File: config.mk
export PLATFORM = sky130hd
export DESIGN_NAME = cocm_top
export DESIGN_NICKNAME = d
export VERILOG_FILES = /design/src/verilog/cocm_pkg.sv /design/src/verilog/cocm_top.sv
export SDC_FILE = /design/constraint.sdc
export NUM_CORES = 1
export LEC_CHECK = 0
export BUFFER_PORTS_ARGS = -buffer_cell sky130_fd_sc_hd__clkbuf_2
export CORE_AREA = 3 3 94 69
export DETAILED_ROUTE_END_ITERATION = 8
export DIE_AREA = 0 0 97 72
export PLACE_DENSITY_LB_ADDON = 0.1
export SKIP_CTS_REPAIR_TIMING = 1
export SYNTH_ARGS = -nofsm -noshare
export SYNTH_HDL_FRONTEND = slang
export SYNTH_SLANG_ARGS = --single-unit
File: constraint.sdc
create_clock -name mclk -period 3.1 [get_ports mclk]
set_clock_uncertainty 0.1 [all_clocks]
set_input_delay 0.155 -clock mclk [delete_from_list [all_inputs] [get_ports mclk]]
set_output_delay 0.155 -clock mclk [all_outputs]
set_load 0.03 [all_outputs]
File: src/verilog/cocm_pkg.sv
// Purpose: Shared constants and types for the clock output selector and crystal monitor.
// Assumes: AXI4-Lite register access with 32-bit data on the 40 MHz mclk.
// Notes: Every register offset, field layout, timing count and the CTRL and CFG0 reset values live here.
package cocm_pkg;

  // ----------------------------------------------------------------
  // Register map
  // ----------------------------------------------------------------
  localparam int ADDR_W = 4;
  localparam logic [3:0] CTRL_OFS = 4'h0;
  localparam logic [3:0] CFG0_OFS = 4'h4;
  localparam logic [3:0] INT_OFS = 4'h8;
  localparam logic [1:0] RESP_OKAY = 2'h0;
  localparam logic [1:0] RESP_SLVERR = 2'h2;

  // ----------------------------------------------------------------
  // Field layouts and reset values
  // ----------------------------------------------------------------
  localparam int CTRL_W = 6;
  localparam int CFG0_W = 4;
  localparam int INT_FAIL_BIT = 0;
  localparam logic [1:0] SYS_RC8M = 2'h0;
  localparam logic [1:0] SYS_XTAL = 2'h1;
  localparam logic [1:0] SYS_PLL = 2'h2;
  localparam logic [CTRL_W-1:0] CTRL_RST = 6'h00;
  localparam logic [CFG0_W-1:0] CFG0_RST = 4'h0;

  typedef struct packed {
    logic [1:0] sys_sel;
    logic pll_src_xtal;
    logic pll_en;
    logic monitor_enable;
    logic fast_crystal_osc_en;
  } cocm_ctrl_type;

  typedef struct packed {
    logic pll_half;
    logic [2:0] clock_out_select;
  } cocm_cfg0_type;

  // ----------------------------------------------------------------
  // Clock output selector codes
  // ----------------------------------------------------------------
  localparam logic [2:0] OUT_NONE = 3'h0;
  localparam logic [2:0] OUT_RC28M = 3'h1;
  localparam logic [2:0] OUT_RC40K = 3'h2;
  localparam logic [2:0] OUT_SLOW_XTAL = 3'h3;
  localparam logic [2:0] OUT_SYS = 3'h4;
  localparam logic [2:0] OUT_RC8M = 3'h5;
  localparam logic [2:0] OUT_FAST_XTAL = 3'h6;
  localparam logic [2:0] OUT_PLL = 3'h7;

  // ----------------------------------------------------------------
  // Monitor timing
  // ----------------------------------------------------------------
  localparam int MCLK_PERIOD_NS = 25;
  localparam int MON_TIMEOUT_NS = 1000;
  localparam int MON_TIMEOUT_CYC = (MON_TIMEOUT_NS + MCLK_PERIOD_NS - 1) / MCLK_PERIOD_NS;

  typedef enum logic [2:0] {
    MON_OFF = 3'b001,
    MON_WATCH = 3'b010,
    MON_TRIP = 3'b100
  } cocm_mon_state_type;

endpackage

File: src/verilog/cocm_top.sv
// Purpose: Clock output selector and fast crystal failure monitor with AXI4-Lite registers.
// Assumes: mclk comes from an internal RC source independent of the fast crystal.
// Notes: Clock muxing is plain combinational selection; glitches on select changes are accepted.
// Operation
// - Three-bit code picks the clock output source.
// - Monitor runs only while monitor enable set.
// - Failure switches the fast crystal oscillator off.
// - Failure sets the sticky monitor fail flag.
// - Fail flag drives the non-maskable interrupt line.
// - Crystal-fed system clock falls back to RC8M.
// - Crystal-referenced PLL is disabled on failure.
//
// The AXI4-Lite slave port and the placing of the registers were chosen for this implementation.
`timescale 1ns/100ps

module cocm_top #(
  parameter int MON_TIMEOUT_CYC = cocm_pkg::MON_TIMEOUT_CYC
) (
  input wire logic mclk,
  input wire logic reset,
  input wire logic [cocm_pkg::ADDR_W-1:0] s_axi_awaddr,
  input wire logic s_axi_awvalid,
  output logic s_axi_awready,
  input wire logic [31:0] s_axi_wdata,
  input wire logic [3:0] s_axi_wstrb,
  input wire logic s_axi_wvalid,
  output logic s_axi_wready,
  output logic [1:0] s_axi_bresp,
  output logic s_axi_bvalid,
  input wire logic s_axi_bready,
  input wire logic [cocm_pkg::ADDR_W-1:0] s_axi_araddr,
  input wire logic s_axi_arvalid,
  output logic s_axi_arready,
  output logic [31:0] s_axi_rdata,
  output logic [1:0] s_axi_rresp,
  output logic s_axi_rvalid,
  input wire logic s_axi_rready,
  input wire logic rc28m_clock,
  input wire logic rc40k_clock,
  input wire logic slow_crystal_clock,
  input wire logic rc8m_clock,
  input wire logic fast_crystal_clock,
  input wire logic pll_output_clock,
  input wire logic pll_half_clock,
  output logic system_clock_source,
  output logic [1:0] system_clock_select,
  output logic fast_crystal_osc_en,
  output logic pll_enable,
  output logic pll_src_xtal,
  output logic clock_out,
  output logic monitor_nmi
);

  // ----------------------------------------------------------------
  // Address decode
  // ----------------------------------------------------------------
  function automatic logic [1:0] cocm_decode(input logic [cocm_pkg::ADDR_W-1:0] addr);
    logic [cocm_pkg::ADDR_W-1:0] word;
    word = {addr[cocm_pkg::ADDR_W-1:2], 2'h0};
    if (word == cocm_pkg::CTRL_OFS) begin
      cocm_decode = 2'h1;
    end else if (word == cocm_pkg::CFG0_OFS) begin
      cocm_decode = 2'h2;
    end else if (word == cocm_pkg::INT_OFS) begin
      cocm_decode = 2'h3;
    end else begin
      cocm_decode = 2'h0;
    end
  endfunction

  localparam int CNT_W = $clog2(MON_TIMEOUT_CYC + 1);

  cocm_pkg::cocm_ctrl_type ctrl_ff, nxt_ctrl;
  cocm_pkg::cocm_cfg0_type cfg0_ff, nxt_cfg0;
  cocm_pkg::cocm_mon_state_type mon_state_ff, nxt_mon_state;
  logic fail_flag_ff, nxt_fail_flag;
  logic [CNT_W-1:0] mon_cnt_ff, nxt_mon_cnt;
  logic xtal_s1_ff, xtal_s2_ff, xtal_s3_ff;
  logic aw_held_ff, w_held_ff;
  logic [cocm_pkg::ADDR_W-1:0] aw_addr_ff;
  logic [31:0] w_data_ff;
  logic w_strb0_ff;
  logic bvalid_ff, rvalid_ff;
  logic [1:0] bresp_ff, rresp_ff;
  logic [31:0] rdata_ff;

  // ----------------------------------------------------------------
  // AXI4-Lite handshakes
  // ----------------------------------------------------------------
  wire wr_go = aw_held_ff && w_held_ff && !bvalid_ff;
  wire [1:0] wr_reg = cocm_decode(aw_addr_ff);
  wire [1:0] rd_reg = cocm_decode(s_axi_araddr);
  wire rd_go = s_axi_arvalid && !rvalid_ff;
  wire wr_ctrl = wr_go && (wr_reg == 2'h1) && w_strb0_ff;
  wire wr_cfg0 = wr_go && (wr_reg == 2'h2) && w_strb0_ff;
  wire clr_flag = wr_go && (wr_reg == 2'h3) && w_strb0_ff && w_data_ff[cocm_pkg::INT_FAIL_BIT];

  assign s_axi_awready = !aw_held_ff && !bvalid_ff;
  assign s_axi_wready = !w_held_ff && !bvalid_ff;
  assign s_axi_arready = !rvalid_ff;
  assign s_axi_bvalid = bvalid_ff;
  assign s_axi_bresp = bresp_ff;
  assign s_axi_rvalid = rvalid_ff;
  assign s_axi_rresp = rresp_ff;
  assign s_axi_rdata = rdata_ff;

  wire [31:0] rd_word = (rd_reg == 2'h1) ? {26'h0, ctrl_ff} :
                        (rd_reg == 2'h2) ? {28'h0, cfg0_ff} :
                        (rd_reg == 2'h3) ? {31'h0, fail_flag_ff} : 32'h00000000;

  always_ff @(posedge mclk) begin
    if (reset) begin
      aw_held_ff <= 1'b0;
      w_held_ff <= 1'b0;
      aw_addr_ff <= '0;
      w_data_ff <= 32'h00000000;
      w_strb0_ff <= 1'b0;
      bvalid_ff <= 1'b0;
      bresp_ff <= cocm_pkg::RESP_OKAY;
    end else begin
      if (s_axi_awvalid && s_axi_awready) begin
        aw_held_ff <= 1'b1;
        aw_addr_ff <= s_axi_awaddr;
      end else if (wr_go) begin
        aw_held_ff <= 1'b0;
      end
      if (s_axi_wvalid && s_axi_wready) begin
        w_held_ff <= 1'b1;
        w_data_ff <= s_axi_wdata;
        w_strb0_ff <= s_axi_wstrb[0];
      end else if (wr_go) begin
        w_held_ff <= 1'b0;
      end
      if (wr_go) begin
        bvalid_ff <= 1'b1;
        bresp_ff <= (wr_reg == 2'h0) ? cocm_pkg::RESP_SLVERR : cocm_pkg::RESP_OKAY;
      end else if (s_axi_bready) begin
        bvalid_ff <= 1'b0;
      end
    end
  end

  always_ff @(posedge mclk) begin
    if (reset) begin
      rvalid_ff <= 1'b0;
      rdata_ff <= 32'h00000000;
      rresp_ff <= cocm_pkg::RESP_OKAY;
    end else if (rd_go) begin
      rvalid_ff <= 1'b1;
      rdata_ff <= rd_word;
      rresp_ff <= (rd_reg == 2'h0) ? cocm_pkg::RESP_SLVERR : cocm_pkg::RESP_OKAY;
    end else if (s_axi_rready) begin
      rvalid_ff <= 1'b0;
    end
  end

  // ----------------------------------------------------------------
  // Crystal monitor
  // ----------------------------------------------------------------
  // Edges are seen by sampling; a crystal near or above half of mclk may alias, so the
  // timeout only catches a crystal that has stopped, not one running off frequency.
  wire xtal_edge = xtal_s2_ff ^ xtal_s3_ff;
  wire mon_active = ctrl_ff.monitor_enable && ctrl_ff.fast_crystal_osc_en;
  wire mon_expired = mon_cnt_ff == CNT_W'(MON_TIMEOUT_CYC - 1);
  wire fail_pulse = (mon_state_ff == cocm_pkg::MON_WATCH) && mon_active && !xtal_edge && mon_expired;

  always_comb begin
    nxt_mon_state = mon_state_ff;
    nxt_mon_cnt = mon_cnt_ff;
    case (mon_state_ff)
      cocm_pkg::MON_OFF: begin
        nxt_mon_cnt = '0;
        if (mon_active) begin
          nxt_mon_state = cocm_pkg::MON_WATCH;
        end
      end
      cocm_pkg::MON_WATCH: begin
        if (!mon_active) begin
          nxt_mon_state = cocm_pkg::MON_OFF;
        end else if (xtal_edge) begin
          nxt_mon_cnt = '0;
        end else if (mon_expired) begin
          nxt_mon_state = cocm_pkg::MON_TRIP;
        end else begin
          nxt_mon_cnt = mon_cnt_ff + CNT_W'(1);
        end
      end
      cocm_pkg::MON_TRIP: begin
        nxt_mon_state = cocm_pkg::MON_OFF;
      end
      default: begin
        nxt_mon_state = cocm_pkg::MON_OFF;
      end
    endcase
  end

  // ----------------------------------------------------------------
  // Control registers and failure response
  // ----------------------------------------------------------------
  // The failure response overrides a software write in the same cycle, so software can
  // never re-enable a dead crystal by racing the monitor.
  always_comb begin
    nxt_ctrl = wr_ctrl ? cocm_pkg::cocm_ctrl_type'(w_data_ff[cocm_pkg::CTRL_W-1:0]) : ctrl_ff;
    nxt_cfg0 = wr_cfg0 ? cocm_pkg::cocm_cfg0_type'(w_data_ff[cocm_pkg::CFG0_W-1:0]) : cfg0_ff;
    if (fail_pulse) begin
      nxt_ctrl.fast_crystal_osc_en = 1'b0;
      if (ctrl_ff.sys_sel == cocm_pkg::SYS_XTAL ||
          (ctrl_ff.sys_sel == cocm_pkg::SYS_PLL && ctrl_ff.pll_src_xtal)) begin
        nxt_ctrl.sys_sel = cocm_pkg::SYS_RC8M;
      end
      if (ctrl_ff.pll_src_xtal) begin
        nxt_ctrl.pll_en = 1'b0;
      end
    end
  end

  assign nxt_fail_flag = fail_pulse || (fail_flag_ff && !clr_flag);

  always_ff @(posedge mclk) begin
    if (reset) begin
      ctrl_ff <= cocm_pkg::cocm_ctrl_type'(cocm_pkg::CTRL_RST);
      cfg0_ff <= cocm_pkg::cocm_cfg0_type'(cocm_pkg::CFG0_RST);
      fail_flag_ff <= 1'b0;
      mon_state_ff <= cocm_pkg::MON_OFF;
      mon_cnt_ff <= '0;
      xtal_s1_ff <= 1'b0;
      xtal_s2_ff <= 1'b0;
      xtal_s3_ff <= 1'b0;
    end else begin
      ctrl_ff <= nxt_ctrl;
      cfg0_ff <= nxt_cfg0;
      fail_flag_ff <= nxt_fail_flag;
      mon_state_ff <= nxt_mon_state;
      mon_cnt_ff <= nxt_mon_cnt;
      xtal_s1_ff <= fast_crystal_clock;
      xtal_s2_ff <= xtal_s1_ff;
      xtal_s3_ff <= xtal_s2_ff;
    end
  end

  // ----------------------------------------------------------------
  // Clock selection outputs
  // ----------------------------------------------------------------
  wire pll_pick = cfg0_ff.pll_half ? pll_half_clock : pll_output_clock;
  wire [7:0] out_src = {pll_pick, fast_crystal_clock, rc8m_clock, system_clock_source,
                        slow_crystal_clock, rc40k_clock, rc28m_clock, 1'b0};

  assign system_clock_source = (ctrl_ff.sys_sel == cocm_pkg::SYS_XTAL) ? fast_crystal_clock :
                               (ctrl_ff.sys_sel == cocm_pkg::SYS_PLL) ? pll_output_clock : rc8m_clock;
  assign clock_out = out_src[cfg0_ff.clock_out_select];
  assign system_clock_select = ctrl_ff.sys_sel;
  assign fast_crystal_osc_en = ctrl_ff.fast_crystal_osc_en;
  assign pll_enable = ctrl_ff.pll_en;
  assign pll_src_xtal = ctrl_ff.pll_src_xtal;
  assign monitor_nmi = fail_flag_ff;
endmodule

==> flow_summary.yaml, run 1 <==
finish:
  fin_cells: 357
  nets: 340
  drive_gt1_share_pct: 22.7
  syn_to_final_growth_pct: 11.2
  n_antenna_cell: 0
sta:
  max_freq_mhz: 461
  setup_viol: 0
  period_share_pct: 69.9
  worst_pin_slew_ps: 784
  finalHoldViolCount: 2
  rsz0062_at_grt: "false"
  fin_setup_tns_ps: 0
  whs_ps: -2.46
  finalCriticalPeriod_ps: 2170
  slew_viol_final: 0
  relSlewSlack_pct: 47.7
placement:
  gp_congestion: 0.791
  place_hpwl_um: 3420
  portBuffers: 45
  placedCellCount: 349
yosys:
  synth_edf_count: 0
  synth_most_common_cell: "dfxtp_1"
  synthCells: 242
  synth.largest_area_cell: "dfxtp_1"
  synth_area_leaders: "dfxtp_1, mux2i_1, buf_4, nor2_1, a21oi_1"
  async_reset_ff_share_pct: 0
  synth_top_area_share_pct: 39.7
  synth_seq_cells: 44
  ys_seq_area_share_pct: 39.7
  netlist_area_sq_um: 2220
  avgSynthCellArea_sq_um: 9.17
  netlist_top_cells_count: "dfxtp_1, nor2_1, buf_4, mux2i_1, a21oi_1"
  ys_warn_count: 0
  ys.flop_type: "dfxtp_1"
  yosysUniqueCellTypes: 41
critical_path:
  cpPeakStageDelay_ps: 580
  critPathArrivalTime_ps: 1910
  critPathLaunchType: "flop"
  cp_max_fo: 11
  critical-path-slowest-cell: "dfxtp_1"
  crit_chain: "xnor2_1 -> o21ai_0 -> nor4bb_1 -> a311oi_1 -> clkbuf_2"
  required_ps: 2840
  path_class: "flop to output pin"
  cp-end-kind: "output pin"
floorplanning:
  fp.dieW_um: 97
  core_sq_um: 5670
  dieArea_sq_um: 6980
  io-pin-count: 107
  die_h_um: 72
  fp-row-count: 23
  initial_utilization_pct: 39.2
clock_network:
  cts_tree: "done"
  root_buffer: "clkbuf_8"
  clk_latency_ps: 290
  cts_buffers: 5
  clk_pin_slew_worst_paths_ps: 80
  max-clock-path-buffers: 2
  cts.htree.levels: 2
  cts.sink_count: 44
global_routing:
  overflow: 0
  grt_max_degree: 41
  grt_util_all_layers_pct: 12.7
  grt_pass1_wl_um: 7190
  first_global_vias: 1402
  antenna_found_initial: 0
drt:
  drt_wl_total_um: 4580
  wl_per_cell_um: 12.8
  detail-route-antenna-nets: 0
  firstDrtPassIters: 4
  viasPerCell: 4.59
  drc: 0
  drt_iter0_drc: 73
  num_vias: 1640
power_and_ir_drop:
  p_leak_nw: 1.04
  p_total_mw: 1.11
  power_density_nw_per_um2: 449
  ir_worst_vdd_v: 0.000177
run_status:
  status: "finished, violations left"
  violations: "negative hold slack"
hold_path:
  hold_path_class: "input port to flop"
run:
  drv_cap: 0
-- final timing paths --
check	slack [ps]	endpoint	depth (start not counted)	startpoint
worst max-delay path	930	clock_out	5	system_clock_select[1]$_SDFF_PP0_
worst min-delay path	-2	aw_addr_ff[2]$_SDFFE_PP0P_	3	s_axi_awaddr[2]
worst max register to register	1280	mon_cnt_ff[0]$_SDFFE_PP0P_	4	mon_state_ff[1]$_SDFFE_PP0P_
worst min register to register	340	xtal_s2_ff$_SDFF_PP0_	1	xtal_s1_ff$_SDFF_PP0_
-- worst max-delay path, delay by kind of cell (launching register included) --
family | cells | cell delay (ps)
flip-flops | 1 | 580
AND/OR/NAND/NOR | 1 | 140
buffers and inverters | 1 | 280
AO/OA/AOI/OAI | 2 | 460
XOR/XNOR | 1 | 160
-- per-layer routing --
layer	up-vias	wire, um	global-route usage (%)
met5	-	0	0
met4	0	25	2.80
met3	2	266	3.65
met2	45	1770	17.2
met1	735	2510	19.6
li1	858	-	-
-- layout by cell type (no fill, tap or decap), types with 2 or more instances in the layout --
cell type  netlist  final
nand2_1          6      6
nor2b_1          4      4
mux2_2           3      3
or3_1            2      2
and2_1           3      3
nand4b_1         2      2
a311oi_1         2      2
nand3_1          2      2
a211oi_1         3      3
clkbuf_2         0     45
a22oi_1          5      5
nor2_1          38     38
mux2i_1         24     24
xnor2_1          3      3
nor3b_1          3      3
nor3_1           2      2
clkbuf_8         0      6
a21oi_1         14     14
or4_1            2      2
dfxtp_1         44     44
nand3b_1         8      8
o21ai_0          8      8
conb_1           1     28
inv_1            3      3
nand2b_1         6      6
-- registers in the layout, indices dropped and copies added, names as in the netlist, 2 cells and up --
signal / cells
s_axi_rdata: 6
cfg0_ff: 4
aw_addr_ff: 2
system_clock_select: 2
mon_cnt_ff: 6
mon_state_ff: 3
w_data_ff: 6
-- cell type report --
cell class / instances / area [sq um]
well taps: 75 / 93.8
multi-input cells: 182 / 1160
repair buffers: 45 / 225
inverters: 3 / 11.3
fillers: 607 / 3200
clock inverters: 1 / 7.51
flip-flops and latches: 44 / 881
clock buffers: 7 / 86.3
-- through the flow --
| stage | hold WS, ps | setup slack (ps) | area [sq um] | util, % |
|---|---|---|---|---|
| final | -2.46 | 933 | 2470 | 43.5 |
| after global routing | 4.08 | 787 | 2470 | 43.5 |
| after CTS | -5.69 | 971 | 2470 | 43.5 |
| after detailed placement | 302 | 1290 | 2370 | 41.9 |
| after global placement | 291 | 1300 | 2370 | 41.9 |
| after floorplan | 183 | 1080 | 2320 | - |
-- power by group --
part,leakage (nW),switching [mW],internal (mW)
Clock,0.0445,0.194,0.181
Combinational,0.636,0.101,0.0393
Sequential,0.357,0.0133,0.579
-- kinds of logic after synthesis --
kind of cell	Yosys count	share of synthesized area (%)
compound gates	37	10.7
flops	44	39.7
buf+inv	43	12.5
simple gates	85	21.6
other cells	1	0.169
mux	27	12.3
fa+ha+maj	1	0.564
xor+xnor	4	2.42
(Power assumes the default switching activity.)
==> inputs of run 2 (changes only) <==
==> constraint.sdc (replaced) <==
create_clock -name mclk -period 2.2 [get_ports mclk]
set_clock_uncertainty 0.1 [all_clocks]
set_input_delay 0.11 -clock mclk [delete_from_list [all_inputs] [get_ports mclk]]
set_output_delay 0.11 -clock mclk [all_outputs]
set_load 0.03 [all_outputs]
==> run 2 against run 1 <==
  * The flow now finishes without violations
  * Sequential power grew 41%
  * Non-clock buffer count grew 14
  * First-iteration DRC count shrank 16%
  * Clock power grew 62%
  * Count of clock-buffer cells in the layout shrank 1
  * Final cell count grew 3.9%
  * Worst setup slack lost 800 ps
  * Worst hold slack gained 140 ps
  * Via count grew 2.8%
  * Design area grew 6.1%
  * Sequential share of layout area shrank 2.1 points
  * Flip-flop and latch count is the same
  * Largest cell class unchanged
==> flow_summary.yaml, run 2 (same netlist as run 1, synthesis figures left out) <==
finish:
  n_antenna_cell: 0
  utilization_pct: 46.2
  layout_common_cells: "clkbuf_2, dfxtp_1, nor2_1, conb_1, mux2i_1"
  seqCellArea_sq_um: 881
  n_fill_cell: 561
  nets: 354
  multi_input_comb_area_sq_um: 1160
  final_common_cell: "clkbuf_2"
  syn_to_final_growth_pct: 18.0
  drive_gt1_share_pct: 22.0
drt:
  wl_per_cell_um: 12.7
  num_vias: 1686
  met1_length_um: 2510
  drt_iter0_drc: 61
  drc: 0
  met3_length_um: 265
  firstDrtPassIters: 4
  dr_wl_met2_um: 1900
  detail-route-antenna-nets: 0
  top_layer_used: "met4"
  viasPerCell: 4.54
  drt_wl_total_um: 4700
floorplanning:
  fp-row-count: 23
  io-pin-count: 107
  die_h_um: 72
  dieArea_sq_um: 6980
  core_sq_um: 5670
  fp.dieW_um: 97
  initial_utilization_pct: 39.2
power_and_ir_drop:
  p_total_mw: 1.66
  ir_worst_vdd_v: 0.000293
  p_leak_nw: 1.11
  power_density_nw_per_um2: 635
sta:
  slew_viol_final: 0
  max_freq_mhz: 483
  setup_viol: 0
  relSlewSlack_pct: 65.3
  finalHoldViolCount: 0
  fin_setup_tns_ps: 0
  finalCriticalPeriod_ps: 2070
  worst_pin_slew_ps: 520
  period_share_pct: 94.0
  rsz0062_at_grt: "false"
placement:
  gp_congestion: 0.821
  place_hpwl_um: 3380
  portBuffers: 45
clock_network:
  cts_buffers: 5
  cts_tree: "done"
  clk_latency_ps: 290
  max-clock-path-buffers: 2
  cts.sink_count: 44
  root_buffer: "clkbuf_8"
  cts.htree.levels: 2
  clk_pin_slew_worst_paths_ps: 80
critical_path:
  cp-end-kind: "output pin"
  required_ps: 1990
  cp_max_fo: 11
  r2r-start: "mon_state_ff[1]$_SDFFE_PP0P_"
  reg2reg_setup_slack_ps: 390
  path_class: "flop to output pin"
  crit_end: "clock_out"
  ff2ff_path_depth: 4
  reg2reg_to: "mon_cnt_ff[2]$_SDFFE_PP0P_"
  critPathArrivalTime_ps: 1860
  cp-startpoint: "system_clock_select[1]$_SDFF_PP0_"
  critPathLaunchType: "flop"
global_routing:
  grt_pass1_wl_um: 7200
  grt_util_all_layers_pct: 12.8
  grt_max_degree: 39
  antenna_found_initial: 0
  first_global_vias: 1423
  overflow: 0
hold_path:
  hold_path_class: "input port to flop"
run_status:
  status: "complete, no violations"
run:
  drv_cap: 0
-- run 2: changes by cell type in the layout (fill, tap and decap cells not counted) --
cell           change
dlygate4sd3_1     +13
clkbuf_8           -1
clkinv_2           +1
bufinv_16          +1
buf_4              +1
clkinvlp_4         -1
-- run 2: routing by layer --
metal  vias to the layer above  GRT usage [%]
met1                       758           19.9
met3                         2           4.13
met2                        48           16.7
met5                         -              0
met4                         0           2.80
li1                        878              -
-- run 2: how the worst min path moves through the flow --
stage | start | to | slack [ps] | depth (start not counted)
5_1_grt | s_axi_araddr[3] | s_axi_rresp[1]$_SDFFE_PP0P_ | 150 | 5
6_report | s_axi_araddr[3] | s_axi_rresp[1]$_SDFFE_PP0P_ | 130 | 5
2_1_floorplan | reset | mon_state_ff[0]$_SDFFE_PP1P_ | 140 | 1
4_1_cts | s_axi_wdata[4] | w_data_ff[4]$_SDFFE_PP0P_ | -60 | 3
3_3_place_gp | s_axi_wdata[3] | w_data_ff[3]$_SDFFE_PP0P_ | 250 | 3
3_5_place_dp | s_axi_wdata[4] | w_data_ff[4]$_SDFFE_PP0P_ | 250 | 3
-- run 2: power breakdown --
group / switching [mW] / internal [mW]
Clock: 0.272 / 0.337
Sequential: 0.0186 / 0.816
Combinational: 0.147 / 0.0714
-- run 2: stage by stage --
stage,area (sq um),instances,setup slack [ps],hold slack [ps]
4_1_cts,2490,358,152,-56.3
3_3_place_gp,2380,350,420,246
2_1_floorplan,2320,269,224,138
3_5_place_dp,2380,350,406,252
6_report,2620,371,132,133
5_1_grt,2620,371,75.9,155
-- run 2: worst max-delay path: stages (launching register included) --
cell and delay [ps]:
dfxtp_1 590, xnor2_1 160, o21ai_0 70, nor4bb_1 140, a311oi_1 330, clkbuf_2 270
-- run 2: cell type report --
type / instances / area share [%]
multi-input cells: 182 / 44.4
clock inverters: 2 / 1.34
inverters: 3 / 0.430
clock buffers: 6 / 2.77
well taps: 75 / 3.58
repair buffers: 59 / 13.8
flip-flops and latches: 44 / 33.6
